==> config.mk <==
export PLATFORM = sky130hd
export DESIGN_NAME = ctf_trip_latch
export DESIGN_NICKNAME = d
export VERILOG_FILES = /design/src/rtl/ctf_pad_unused_never.sv /design/src/rtl/ctf_pkg.sv /design/src/rtl/ctf_sync.sv /design/src/rtl/ctf_filter.sv /design/src/rtl/ctf_trip_latch.sv
export SDC_FILE = /design/constraint.sdc
export NUM_CORES = 1
export LEC_CHECK = 0
export BUFFER_PORTS_ARGS = -buffer_cell sky130_fd_sc_hd__buf_2
export CAP_MARGIN = 30
export CORE_UTILIZATION = 33
export CTS_CLUSTER_DIAMETER = 40
export DETAILED_ROUTE_END_ITERATION = 6
export PLACE_DENSITY = 0.56
export RECOVER_POWER = 25
export SLEW_MARGIN = 20
export SYNTH_ARGS = -nofsm -noshare
export SYNTH_HDL_FRONTEND = slang
export SYNTH_SLANG_ARGS = --single-unit
==> constraint.sdc <==
create_clock -name mclk -period 9.85 [get_ports mclk]
set_input_delay 0.985 -clock mclk [delete_from_list [all_inputs] [get_ports mclk]]
set_output_delay 0.985 -clock mclk [all_outputs]
set_load 0.005 [all_outputs]
==> src/rtl/ctf_pad_unused_never.sv <==
`timescale 1ns/1ps
`default_nettype none
`default_nettype wire

==> src/rtl/ctf_pkg.sv <==
package ctf_pkg;

  localparam int ADDR_W = 8;
  localparam int DATA_W = 32;
  localparam int DIV_W = 16;
  localparam int CNT_W = 6;
  localparam int LAT_W = 24;
  localparam int FIFO_DEPTH = 32;

  // Register byte offsets
  localparam logic [ADDR_W-1:0] OFS_CTRL = 8'h00;
  localparam logic [ADDR_W-1:0] OFS_FILTER = 8'h04;
  localparam logic [ADDR_W-1:0] OFS_STATUS = 8'h08;
  localparam logic [ADDR_W-1:0] OFS_STATUS_CLEAR = 8'h0C;
  localparam logic [ADDR_W-1:0] OFS_IRQ_STATUS = 8'h10;
  localparam logic [ADDR_W-1:0] OFS_IRQ_MASK = 8'h14;
  localparam logic [ADDR_W-1:0] OFS_LATENCY = 8'h18;

  // Control register fields
  localparam int CTRL_LATCH_EN = 0;
  localparam int CTRL_SYNC_CLR_EN = 1;
  localparam int CTRL_FILT_REINIT = 2;
  localparam int CTRL_W = 2;
  localparam logic [CTRL_W-1:0] CTRL_RST = 2'h3;

  // Filter configuration fields
  localparam int FCFG_DIV_LSB = 0;
  localparam int FCFG_THR_LSB = 16;
  localparam int FCFG_WIN_LSB = 24;
  localparam logic [DIV_W-1:0] DIV_RST = 16'h0001;
  localparam logic [CNT_W-1:0] THR_RST = 6'h01;
  localparam logic [CNT_W-1:0] WIN_RST = 6'h01;

  // Status fields
  localparam int STS_FILT_OUT = 0;
  localparam int STS_LATCH = 1;
  localparam int STS_CMP_SYNC = 2;
  localparam int STS_STALE = 3;

  localparam int STATUS_CLEAR_LATCH = 0;

  // Interrupt status and mask fields
  localparam int IRQ_W = 2;
  localparam int IRQ_TRIP = 0;
  localparam int IRQ_RETRIP = 1;

  // Divider of zero behaves as one so a sample is always taken
  function automatic logic [LAT_W-1:0] eff_div(input logic [DIV_W-1:0] div);
    eff_div = (div == '0) ? LAT_W'(1) : LAT_W'(div);
  endfunction

  // Comparator to latch delay in module clocks, synchronizer stages not counted
  function automatic logic [LAT_W-1:0] calc_latency(input logic [DIV_W-1:0] div,
                                                    input logic [CNT_W-1:0] thr);
    logic [LAT_W-1:0] d;
    d = eff_div(div);
    calc_latency = LAT_W'(1) + d + LAT_W'(LAT_W'(thr) * d);
  endfunction

endpackage

==> src/rtl/ctf_sync.sv <==
`timescale 1ns/1ps
`default_nettype none
module ctf_sync (
  input wire logic mclk,
  input wire logic rst,
  input wire logic async_in,
  output logic sync_out
);

  logic s1_ff;
  logic s2_ff;
  logic s3_ff;
  logic out_ff;
  wire agree = (s2_ff == s3_ff);

  always_ff @(posedge mclk) begin
    if (rst) begin
      s1_ff <= 1'b0;
      s2_ff <= 1'b0;
      s3_ff <= 1'b0;
      out_ff <= 1'b0;
    end else begin
      s1_ff <= async_in;
      s2_ff <= s1_ff;
      s3_ff <= s2_ff;
      if (agree) begin
        out_ff <= s3_ff;
      end
    end
  end

  assign sync_out = out_ff;

endmodule
`default_nettype wire

==> src/rtl/ctf_filter.sv <==
`timescale 1ns/1ps
`default_nettype none
module ctf_filter (
  input wire logic mclk,
  input wire logic rst,
  input wire logic sample_in,
  input wire logic [ctf_pkg::DIV_W-1:0] sample_div,
  input wire logic [ctf_pkg::CNT_W-1:0] vote_thr,
  input wire logic [ctf_pkg::CNT_W-1:0] window_len,
  input wire logic reinit,
  output logic filt_out
);

  logic [ctf_pkg::DIV_W-1:0] div_cnt_ff;
  logic [ctf_pkg::FIFO_DEPTH-1:0] hist_ff;
  logic filt_ff;

  function automatic logic [ctf_pkg::CNT_W-1:0] pop_count(input logic [ctf_pkg::FIFO_DEPTH-1:0] v);
    logic [ctf_pkg::CNT_W-1:0] c;
    c = '0;
    for (int i = 0; i < ctf_pkg::FIFO_DEPTH; i++) begin
      c = c + ctf_pkg::CNT_W'(v[i]);
    end
    pop_count = c;
  endfunction

  // Window clipped to 1..depth
  wire [ctf_pkg::CNT_W-1:0] win_eff = (window_len == '0) ? ctf_pkg::CNT_W'(1) :
                                      (window_len > ctf_pkg::CNT_W'(ctf_pkg::FIFO_DEPTH)) ?
                                      ctf_pkg::CNT_W'(ctf_pkg::FIFO_DEPTH) : window_len;
  wire [ctf_pkg::FIFO_DEPTH-1:0] win_mask = ~({ctf_pkg::FIFO_DEPTH{1'b1}} << win_eff);
  wire [ctf_pkg::DIV_W-1:0] div_last = (sample_div == '0) ? '0 : sample_div - ctf_pkg::DIV_W'(1);
  wire sample_stb = (div_cnt_ff >= div_last);
  wire [ctf_pkg::FIFO_DEPTH-1:0] nxt_hist = {hist_ff[ctf_pkg::FIFO_DEPTH-2:0], sample_in};
  wire [ctf_pkg::CNT_W-1:0] ones = pop_count(nxt_hist & win_mask);
  wire [ctf_pkg::CNT_W-1:0] zeros = win_eff - ones;
  // Threshold of zero never lets the output move
  wire vote_one = (vote_thr != '0) && (ones >= vote_thr);
  wire vote_zero = (vote_thr != '0) && (zeros >= vote_thr);
  wire nxt_filt = vote_one ? 1'b1 : (vote_zero ? 1'b0 : filt_ff);

  always_ff @(posedge mclk) begin
    if (rst || reinit) begin
      div_cnt_ff <= '0;
      hist_ff <= '0;
      filt_ff <= 1'b0;
    end else if (sample_stb) begin
      div_cnt_ff <= '0;
      hist_ff <= nxt_hist;
      filt_ff <= nxt_filt;
    end else begin
      div_cnt_ff <= div_cnt_ff + ctf_pkg::DIV_W'(1);
    end
  end

  assign filt_out = filt_ff;

endmodule
`default_nettype wire

==> src/rtl/ctf_trip_latch.sv <==
`timescale 1ns/1ps
`default_nettype none
module ctf_trip_latch (
  input wire logic mclk,
  input wire logic rst,
  input wire logic cmp_raw,
  input wire logic pwm_period_sync,
  input wire logic [ctf_pkg::ADDR_W-1:0] bus_addr,
  input wire logic [ctf_pkg::DATA_W-1:0] bus_wdata,
  input wire logic bus_wr,
  input wire logic bus_rd,
  output logic [ctf_pkg::DATA_W-1:0] bus_rdata,
  output logic trip_latch,
  output logic trip_irq
);

  logic [ctf_pkg::CTRL_W-1:0] ctrl_ff;
  logic [ctf_pkg::DIV_W-1:0] div_ff;
  logic [ctf_pkg::CNT_W-1:0] thr_ff;
  logic [ctf_pkg::CNT_W-1:0] win_ff;
  logic reinit_ff;
  logic latch_ff;
  logic [ctf_pkg::LAT_W-1:0] stale_cnt_ff;
  logic [ctf_pkg::IRQ_W-1:0] irq_sts_ff;
  logic [ctf_pkg::IRQ_W-1:0] irq_mask_ff;
  logic irq_ff;
  logic [ctf_pkg::DATA_W-1:0] rdata_ff;
  logic cmp_sync;
  logic filt_out;

  // Address decode
  wire sel_ctrl = (bus_addr == ctf_pkg::OFS_CTRL);
  wire sel_filter = (bus_addr == ctf_pkg::OFS_FILTER);
  wire sel_status = (bus_addr == ctf_pkg::OFS_STATUS);
  wire sel_clear = (bus_addr == ctf_pkg::OFS_STATUS_CLEAR);
  wire sel_irq_sts = (bus_addr == ctf_pkg::OFS_IRQ_STATUS);
  wire sel_irq_mask = (bus_addr == ctf_pkg::OFS_IRQ_MASK);
  wire sel_latency = (bus_addr == ctf_pkg::OFS_LATENCY);

  wire wr_ctrl = bus_wr && sel_ctrl;
  wire wr_filter = bus_wr && sel_filter;
  wire wr_irq_sts = bus_wr && sel_irq_sts;
  wire wr_irq_mask = bus_wr && sel_irq_mask;
  wire sw_clear = bus_wr && sel_clear && bus_wdata[ctf_pkg::STATUS_CLEAR_LATCH];
  wire sync_clear = pwm_period_sync && ctrl_ff[ctf_pkg::CTRL_SYNC_CLR_EN];
  wire latch_en = ctrl_ff[ctf_pkg::CTRL_LATCH_EN];

  // Comparator input crosses from the analog side
  ctf_sync u_sync (
    .mclk(mclk),
    .rst(rst),
    .async_in(cmp_raw),
    .sync_out(cmp_sync)
  );

  ctf_filter u_filter (
    .mclk(mclk),
    .rst(rst),
    .sample_in(cmp_sync),
    .sample_div(div_ff),
    .vote_thr(thr_ff),
    .window_len(win_ff),
    .reinit(reinit_ff),
    .filt_out(filt_out)
  );

  // Latch path
  wire latch_clear = sw_clear || sync_clear;
  wire latch_set = latch_en && filt_out;
  // Clear takes this cycle; a still-high filter re-sets it on the next
  wire nxt_latch = latch_clear ? 1'b0 : (latch_ff || latch_set);
  wire trip_event = nxt_latch && !latch_ff;

  // Stale window after a clear
  wire [ctf_pkg::LAT_W-1:0] latency = ctf_pkg::calc_latency(div_ff, thr_ff);
  wire stale = (stale_cnt_ff != '0);
  wire [ctf_pkg::LAT_W-1:0] nxt_stale_cnt = latch_clear ? latency :
                                            (stale ? stale_cnt_ff - ctf_pkg::LAT_W'(1) : stale_cnt_ff);
  // Re-trip while the path may still be stale flags software
  wire retrip_event = trip_event && (stale || latch_clear);

  // Interrupt flags: a new event wins over a write-one clear
  wire [ctf_pkg::IRQ_W-1:0] irq_events = {retrip_event, trip_event};
  wire [ctf_pkg::IRQ_W-1:0] irq_clr = wr_irq_sts ? bus_wdata[ctf_pkg::IRQ_W-1:0] : '0;
  wire [ctf_pkg::IRQ_W-1:0] nxt_irq_sts = (irq_sts_ff & ~irq_clr) | irq_events;
  wire nxt_irq = |(nxt_irq_sts & irq_mask_ff);

  // Read data
  wire [ctf_pkg::DATA_W-1:0] status_word = ctf_pkg::DATA_W'(
    (ctf_pkg::DATA_W'(filt_out) << ctf_pkg::STS_FILT_OUT) |
    (ctf_pkg::DATA_W'(latch_ff) << ctf_pkg::STS_LATCH) |
    (ctf_pkg::DATA_W'(cmp_sync) << ctf_pkg::STS_CMP_SYNC) |
    (ctf_pkg::DATA_W'(stale) << ctf_pkg::STS_STALE));
  wire [ctf_pkg::DATA_W-1:0] filter_word = ctf_pkg::DATA_W'(
    (ctf_pkg::DATA_W'(div_ff) << ctf_pkg::FCFG_DIV_LSB) |
    (ctf_pkg::DATA_W'(thr_ff) << ctf_pkg::FCFG_THR_LSB) |
    (ctf_pkg::DATA_W'(win_ff) << ctf_pkg::FCFG_WIN_LSB));
  wire [ctf_pkg::DATA_W-1:0] rd_mux =
    sel_ctrl ? ctf_pkg::DATA_W'(ctrl_ff) :
    sel_filter ? filter_word :
    sel_status ? status_word :
    sel_irq_sts ? ctf_pkg::DATA_W'(irq_sts_ff) :
    sel_irq_mask ? ctf_pkg::DATA_W'(irq_mask_ff) :
    sel_latency ? ctf_pkg::DATA_W'(latency) : '0;
  // Data only in the cycle after the strobe, zero otherwise
  wire [ctf_pkg::DATA_W-1:0] nxt_rdata = bus_rd ? rd_mux : '0;

  always_ff @(posedge mclk) begin
    if (rst) begin
      ctrl_ff <= ctf_pkg::CTRL_RST;
      div_ff <= ctf_pkg::DIV_RST;
      thr_ff <= ctf_pkg::THR_RST;
      win_ff <= ctf_pkg::WIN_RST;
      irq_mask_ff <= '0;
    end else begin
      if (wr_ctrl) begin
        ctrl_ff <= bus_wdata[ctf_pkg::CTRL_W-1:0];
      end
      if (wr_filter) begin
        div_ff <= bus_wdata[ctf_pkg::FCFG_DIV_LSB +: ctf_pkg::DIV_W];
        thr_ff <= bus_wdata[ctf_pkg::FCFG_THR_LSB +: ctf_pkg::CNT_W];
        win_ff <= bus_wdata[ctf_pkg::FCFG_WIN_LSB +: ctf_pkg::CNT_W];
      end
      if (wr_irq_mask) begin
        irq_mask_ff <= bus_wdata[ctf_pkg::IRQ_W-1:0];
      end
    end
  end

  // Reinit is a one-cycle pulse; the bit never stores
  always_ff @(posedge mclk) begin
    if (rst) begin
      reinit_ff <= 1'b0;
    end else begin
      reinit_ff <= wr_ctrl && bus_wdata[ctf_pkg::CTRL_FILT_REINIT];
    end
  end

  always_ff @(posedge mclk) begin
    if (rst) begin
      latch_ff <= 1'b0;
      stale_cnt_ff <= '0;
    end else begin
      latch_ff <= nxt_latch;
      stale_cnt_ff <= nxt_stale_cnt;
    end
  end

  always_ff @(posedge mclk) begin
    if (rst) begin
      irq_sts_ff <= '0;
      irq_ff <= 1'b0;
      rdata_ff <= '0;
    end else begin
      irq_sts_ff <= nxt_irq_sts;
      irq_ff <= nxt_irq;
      rdata_ff <= nxt_rdata;
    end
  end

  assign bus_rdata = rdata_ff;
  assign trip_latch = latch_ff;
  assign trip_irq = irq_ff;

endmodule
`default_nettype wire

# [Word-level counts from Yosys, hierarchy flattened]
# Cells that the tools add are included.
[totals] word_cells=127 reg_bits=143 inputBits=46
[op_classes] n_mux=16 n_lt_le_gt_ge=4 n_shift=1 eq_ne=7 n_addsub=37 n_mul=1 reduce_logical=30 bitwise_logic=12
[ops] cell="$add 6x1->6" n=30
[ops] cell="$mux 23" n=4
[ops] cell="$mux 24" n=2
[ops] cell="$and 32x32->32" n=1
[ops] cell="$mux 16" n=2
[ops] cell="$not 32->32" n=1
[ops] cell="$shl 32x6->32 const A" n=1
[ops] cell="$mux 30" n=1
[ops] cell="$or 22x30->30" n=1
[ops] cell="$eq 8x5->1 const B" n=3
[ops] cell="$reduce_bool 24->1" n=1
[ops] cell="$sub 24x1->24 const B" n=1
[ops] cell="$add 17x22->23" n=1
[ops] cell="$mul 6x16->22" n=1
[ops] cell="$or 16x22->22" n=1
[ops] cell="$add 1x16->17 const A" n=1
[ops] cell="$add 16x1->16 const B" n=1
[ops] cell="$eq 8x4->1 const B" n=2
[ops] cell="$ge 16x16->1" n=1
[ops] cell="$logic_not 16->1" n=1
[ops] cell="$sub 16x1->16 const B" n=1
[ops] cell="$logic_and 1x1->1" n=13
[ops] cell="$ge 6x6->1" n=2
[ops] cell="$mux 6" n=2
[ops] cell="other kinds (23)" n=33

# [Logic depth before layout (Yosys ltp)]
[logic_depth] ltp_word=42 depth_mapped=30

# [Hierarchy]
# A second synthesis with hierarchy kept.
[hier_totals] hier_cells=1350 hier_area_um2=11594.9
[by_module_without_submodules] module="ctf_trip_latch" seq_area_each_um2=1801.7 n_inst=1 area_each_um2=7392.1 cells_each=852
[by_module_without_submodules] module="ctf_filter" seq_area_each_um2=960.9 n_inst=1 area_each_um2=4090.2 cells_each=488
[by_module_without_submodules] module="ctf_sync" seq_area_each_um2=80.1 n_inst=1 area_each_um2=112.6 cells_each=10

# [Worst setup path before layout]
# Ideal clock, no wire load.
[synth_timing] path_type="register -> register" from="reg win_ff[5] (netlist bit)" to="reg u_filter.filt_ff, in the netlist u_filter.filt_out" path_stages_with_launch=25 setup_time_ps=136 t_required_ps=9714 slack_ps=2536 t_arrival_ps=7178 path_buffers=1 path_cell_list="dfxtp_1 > or3_1 > clkbuf_1 > o41ai_1 > o311ai_0 > fa_1 > fa_1 > fa_1 > fa_1 > fa_1 > fa_1 > fa_1 > fa_1 > xnor2_1 > inv_1 > ha_1 > a21o_1 > a21oi_1 > xnor2_1 > ha_1 > nand2_1 > o21ai_0 > a21oi_1 > o311ai_0 > o41ai_1"
[synth_between] elab_chain_cells=42
[synth_lines] element="from (decl)" line_no="ctf_trip_latch.sv:20" rtl="logic [ctf_pkg::CNT_W-1:0] win_ff;"
[synth_lines] element="from (signal assigned)" line_no="ctf_trip_latch.sv:113" rtl="win_ff <= ctf_pkg::WIN_RST;"
[synth_lines] element="from (signal assigned)" line_no="ctf_trip_latch.sv:122" rtl="win_ff <= bus_wdata[ctf_pkg::FCFG_WIN_LSB +: ctf_pkg::CNT_W];"
[synth_lines] element="$gt 6x6->1" line_no="ctf_filter.sv:29" rtl="(window_len > ctf_pkg::CNT_W'(ctf_pkg::FIFO_DEPTH)) ?"
[synth_lines] element="$mux 6" line_no="ctf_filter.sv:29"
[synth_lines] element="$mux 6 (*)" line_no="ctf_filter.sv:28" rtl="wire [ctf_pkg::CNT_W-1:0] win_eff = (window_len == '0) ? ctf_pkg::CNT_W'(1) :"
[synth_lines] element="$shl 32x6->32" line_no="ctf_filter.sv:31" rtl="wire [ctf_pkg::FIFO_DEPTH-1:0] win_mask = ~({ctf_pkg::FIFO_DEPTH{1'b1}} << win_eff);"
[synth_lines] element="$not 32->32" line_no="ctf_filter.sv:31"
[synth_lines] element="$and 32x32->32" line_no="ctf_filter.sv:35" rtl="wire [ctf_pkg::CNT_W-1:0] ones = pop_count(nxt_hist & win_mask);"
[synth_lines] element="$add 1x1->2" line_no="ctf_filter.sv:22" rtl="c = c + ctf_pkg::CNT_W'(v[i]);"
[synth_lines] element="$add 6x1->6 (30 in series)" line_no="ctf_filter.sv:22"
[synth_lines] element="$sub 6x6->6" line_no="ctf_filter.sv:36" rtl="wire [ctf_pkg::CNT_W-1:0] zeros = win_eff - ones;"
[synth_lines] element="$ge 6x6->1" line_no="ctf_filter.sv:39" rtl="wire vote_zero = (vote_thr != '0) && (zeros >= vote_thr);"
[synth_lines] element="$logic_and 1x1->1" line_no="ctf_filter.sv:39"
[synth_lines] element="$reduce_bool 2->1 (no line)"
[synth_lines] element="$reduce_and 2->1 (no line)"
[synth_lines] element="to (signal assigned)" line_no="ctf_filter.sv:50" rtl="filt_ff <= nxt_filt;"
[synth_lines] element="to (decl)" line_no="ctf_filter.sv:16" rtl="logic filt_ff;"
# Every way passes the cells marked *; elsewhere a longest branch is shown, timed or not.
# A chain may end at the register's enable or synchronous reset.

# [Final worst setup path]
# Same ends and word-level chain as after synthesis.

==> metrics.md <==
| Metric | Value |
|---|---|
| Slew margin rel. | `-102%` |
| Final hold vios | `0` |
| Synth unique cells | `67` |
| Async S/R FF share, synth | `0%` |
| Static leakage | `5.78 nW` |
| ANT nets after route | `0` |
| Placed cells | `1853` |
| Clock Sinks | `142` |
| # rows | `67` |
| CP Max Fanout | `24` |
| Final period utilization | `81.2%` |
| DRC violations left | `0` |
| Syn Area/Cell | `8.23 um^2` |
| Syn Inst Count | `1396` |
| Failing checks | `capacitance limit, slew limit` |
| Critical Path RT | `10160 ps` |
| Setup TNS | `0 ps` |
| DRT iter0 DRCs | `549` |
| Crit. End Element | `flop` |
| Clock slew at reported path FFs | `70 ps` |
| Worst min path class | `reg2reg` |
| Hpwl dp | `22600 um` |
| Register area share after synthesis | `24.7%` |
| Hold-fix buffers at CTS | `0` |
| Largest net degree at the start of global routing | `56` |
| Mapped Area | `11500 um^2` |
| RSZ-0062 raised after global routing | `no` |
| ANT cells | `0` |
| Commonest non-fill, non-tap cell in the layout | `nand2_1` |
| Die H | `189 um` |
| Grt ovf | `0` |
| Number of setup violations in the final report | `0` |
| Slew @ Worst Pin | `3030 ps` |
| CTS tree | `yes` |
| Gp weighted congestion | `0.872` |
| Status | `finished, violations left` |
| Arr. time, crit path | `8310 ps` |
| Area growth syn-to-layout | `11.5%` |
| Core Util, Final | `37.8%` |
| Final worst slack | `1850 ps` |
| All-Layer GR Usage | `17.7%` |
| Via-to-Cell Ratio | `5.02` |
| Synth top area share | `24.7%` |
| Final non-filler cell total | `1885` |
| Setup Fix Bufs, Post-CTS | `0` |
| Tot Pwr | `1.34 mW` |
| Worst-Skew Late Latency | `440 ps` |
| Share of cells above drive strength 1 | `8.84%` |
| Kind of critical path | `reg2reg` |
| Max Buffers Root-to-Sink | `2` |
| Synth top area cells | `dfxtp_1, fa_1, ha_1` |
| Ys Warns | `0` |
| Worst setup SP type | `flop` |
| Max_cap viols | `1` |
| Yosys top cell by area | `dfxtp_1` |
| WL/cell | `16.1 um` |
| Synth Register Bits | `142` |
| DIE AREA | `35600 um^2` |
| Final critical-path required period | `8000 ps` |
| Most frequent cells in the layout | `nand2_1, inv_1, dfxtp_1` |
| Cts bufs inserted | `17` |
| Via Count | `9464` |
| Power Density | `104 nW/um^2` |
| # port buffers | `72` |
| Die W | `189 um` |
| Core Region | `33900 um^2` |
| Maximum clock rate | `125 MHz` |
| Clock skew | `10.0 ps` |
| Max Slew Vio Count | `56` |
| First-pass GRT wire length | `49800 um` |
| Root Driver | `clkbuf_16` |
| Post-layout nets | `1653` |
| DR pass1 iterations | `5` |
| H-tree depth | `4` |
| Dominant synthesized flop cell | `dfxtp_1` |
| Initial antenna violation count | `0` |
| Number of enable flip-flop cells after synthesis | `0` |
| Vias in the first global route | `9243` |
| Initial Util | `33.9%` |
| # IOs | `80` |
| PostCTS Resize Cnt | `0` |
| Pre-CTS WS | `1870 ps` |
| Worst VDD drop | `0.0758 mV` |
| Total Wirelength | `30300 um` |
==> cell families (layout without fill, tap and decap cells) <==
logic type	Yosys count	after routing	share of synthesized area, %
XOR/XNOR	63	63	4.80
AND/OR/NAND/NOR	485	485	19.5
other	1	3	0.0326
multiplexers	39	39	3.41
AO/OA/AOI/OAI	237	237	13.2
flip-flops	142	142	24.7
adder cells (fa/ha/maj)	183	183	26.2
buffers and inverters	246	285	8.18
==> metal layers <==
layer | up-vias | GRT usage [%] | part of all wire, %
met3 | 47 | 3.32 | 4.6
met2 | 238 | 26.6 | 43
met5 | - | 0 | 0
met1 | 4540 | 25.0 | 49
met4 | 0 | 7.01 | 3.0
li1 | 4639 | - | -
==> final cells by class <==
cell class | instances | area [um^2]
Clock buffer | 17 | 425
Clock inverter | 15 | 179
Fill cell | 3545 | 21100
Inverter | 170 | 638
Multi-Input combinational cell | 1010 | 7730
Sequential cell | 142 | 2840
Tap cell | 448 | 561
Timing Repair Buffer | 83 | 430
==> cells in the mapped netlist, types with 3 or more instances <==
cell and instances:
o21ai_0 49, o41ai_1 3, and3_1 10, o211ai_1 12
mux2i_1 38, fa_1 96, ha_1 87, a211oi_1 11
or3_1 7, inv_1 170, o21bai_1 3, o31ai_1 3
buf_2 4, and2_1 18, a21boi_0 4, a211o_1 3
a31oi_1 7, nand2_1 214, clkbuf_1 63, a21o_1 14
o311ai_0 4, or2_2 4, a22oi_1 5, nor2b_1 17
nor4_1 12, a22o_1 14, or4_4 3, a2111oi_0 3
nand4_1 11, nand3_1 20, a21oi_1 77, buf_4 3
nor3_1 23, o211a_1 3, xor2_1 28, nor2_1 117
dfxtp_1 142, xnor2_1 35, buf_1 6, nand2b_1 13
o21a_1 5
==> worst max-delay path, stage by stage, from the launching register on <==
cell      delay (ps)
dfxtp_1          300
buf_4            200
or3_1            540
o41ai_1          500
o311ai_0         260
fa_1             580
fa_1             450
fa_1             520
fa_1             510
fa_1             530
fa_1             520
fa_1             480
fa_1             420
xnor2_1          220
inv_1             70
ha_1             320
a21o_1           190
a21oi_1          160
xnor2_1           80
ha_1             290
nand2_1           50
o21ai_0          160
a21oi_1           90
o311ai_0         290
o41ai_1          120
==> power by group <==
group	leakage, nW	total, mW	switching, mW	internal, mW
Clock	0.294	0.668	0.287	0.381
Combinational	4.34	0.0823	0.0489	0.0334
Sequential	1.15	0.588	0.00709	0.581
==> registers in the layout, indices dropped and copies added (netlist names), 2 cells and up <==
name / flops
u_filter.hist_ff: 31
bus_rdata: 29
stale_cnt_ff: 24
div_ff: 16
u_filter.div_cnt_ff: 16
thr_ff: 6
win_ff: 6
ctrl_ff: 2
irq_mask_ff: 2
irq_sts_ff: 2
==> path summary, 6_finish.rpt <==
check                           slack (ps)  depth (start not counted)                             end                     from
worst max-delay path                  1850                         24  u_filter.filt_out$_SDFFE_PP0P_   win_ff[5]$_SDFFE_PP0P_
worst min-delay path                   440                          1         u_sync.s2_ff$_SDFF_PP0_  u_sync.s1_ff$_SDFF_PP0_
worst max register to register        1850                         24  u_filter.filt_out$_SDFFE_PP0P_   win_ff[5]$_SDFFE_PP0P_
worst min register to register         440                          1         u_sync.s2_ff$_SDFF_PP0_  u_sync.s1_ff$_SDFF_PP0_
==> stage by stage <==
step | hold slack [ps] | area [um^2]
after floorplan | 414 | 11500
after global routing | 454 | 12800
after global placement | 418 | 12200
final | 437 | 12800
after CTS | 443 | 12800
after detailed placement | 427 | 12200
(Power assumes the default switching activity.)
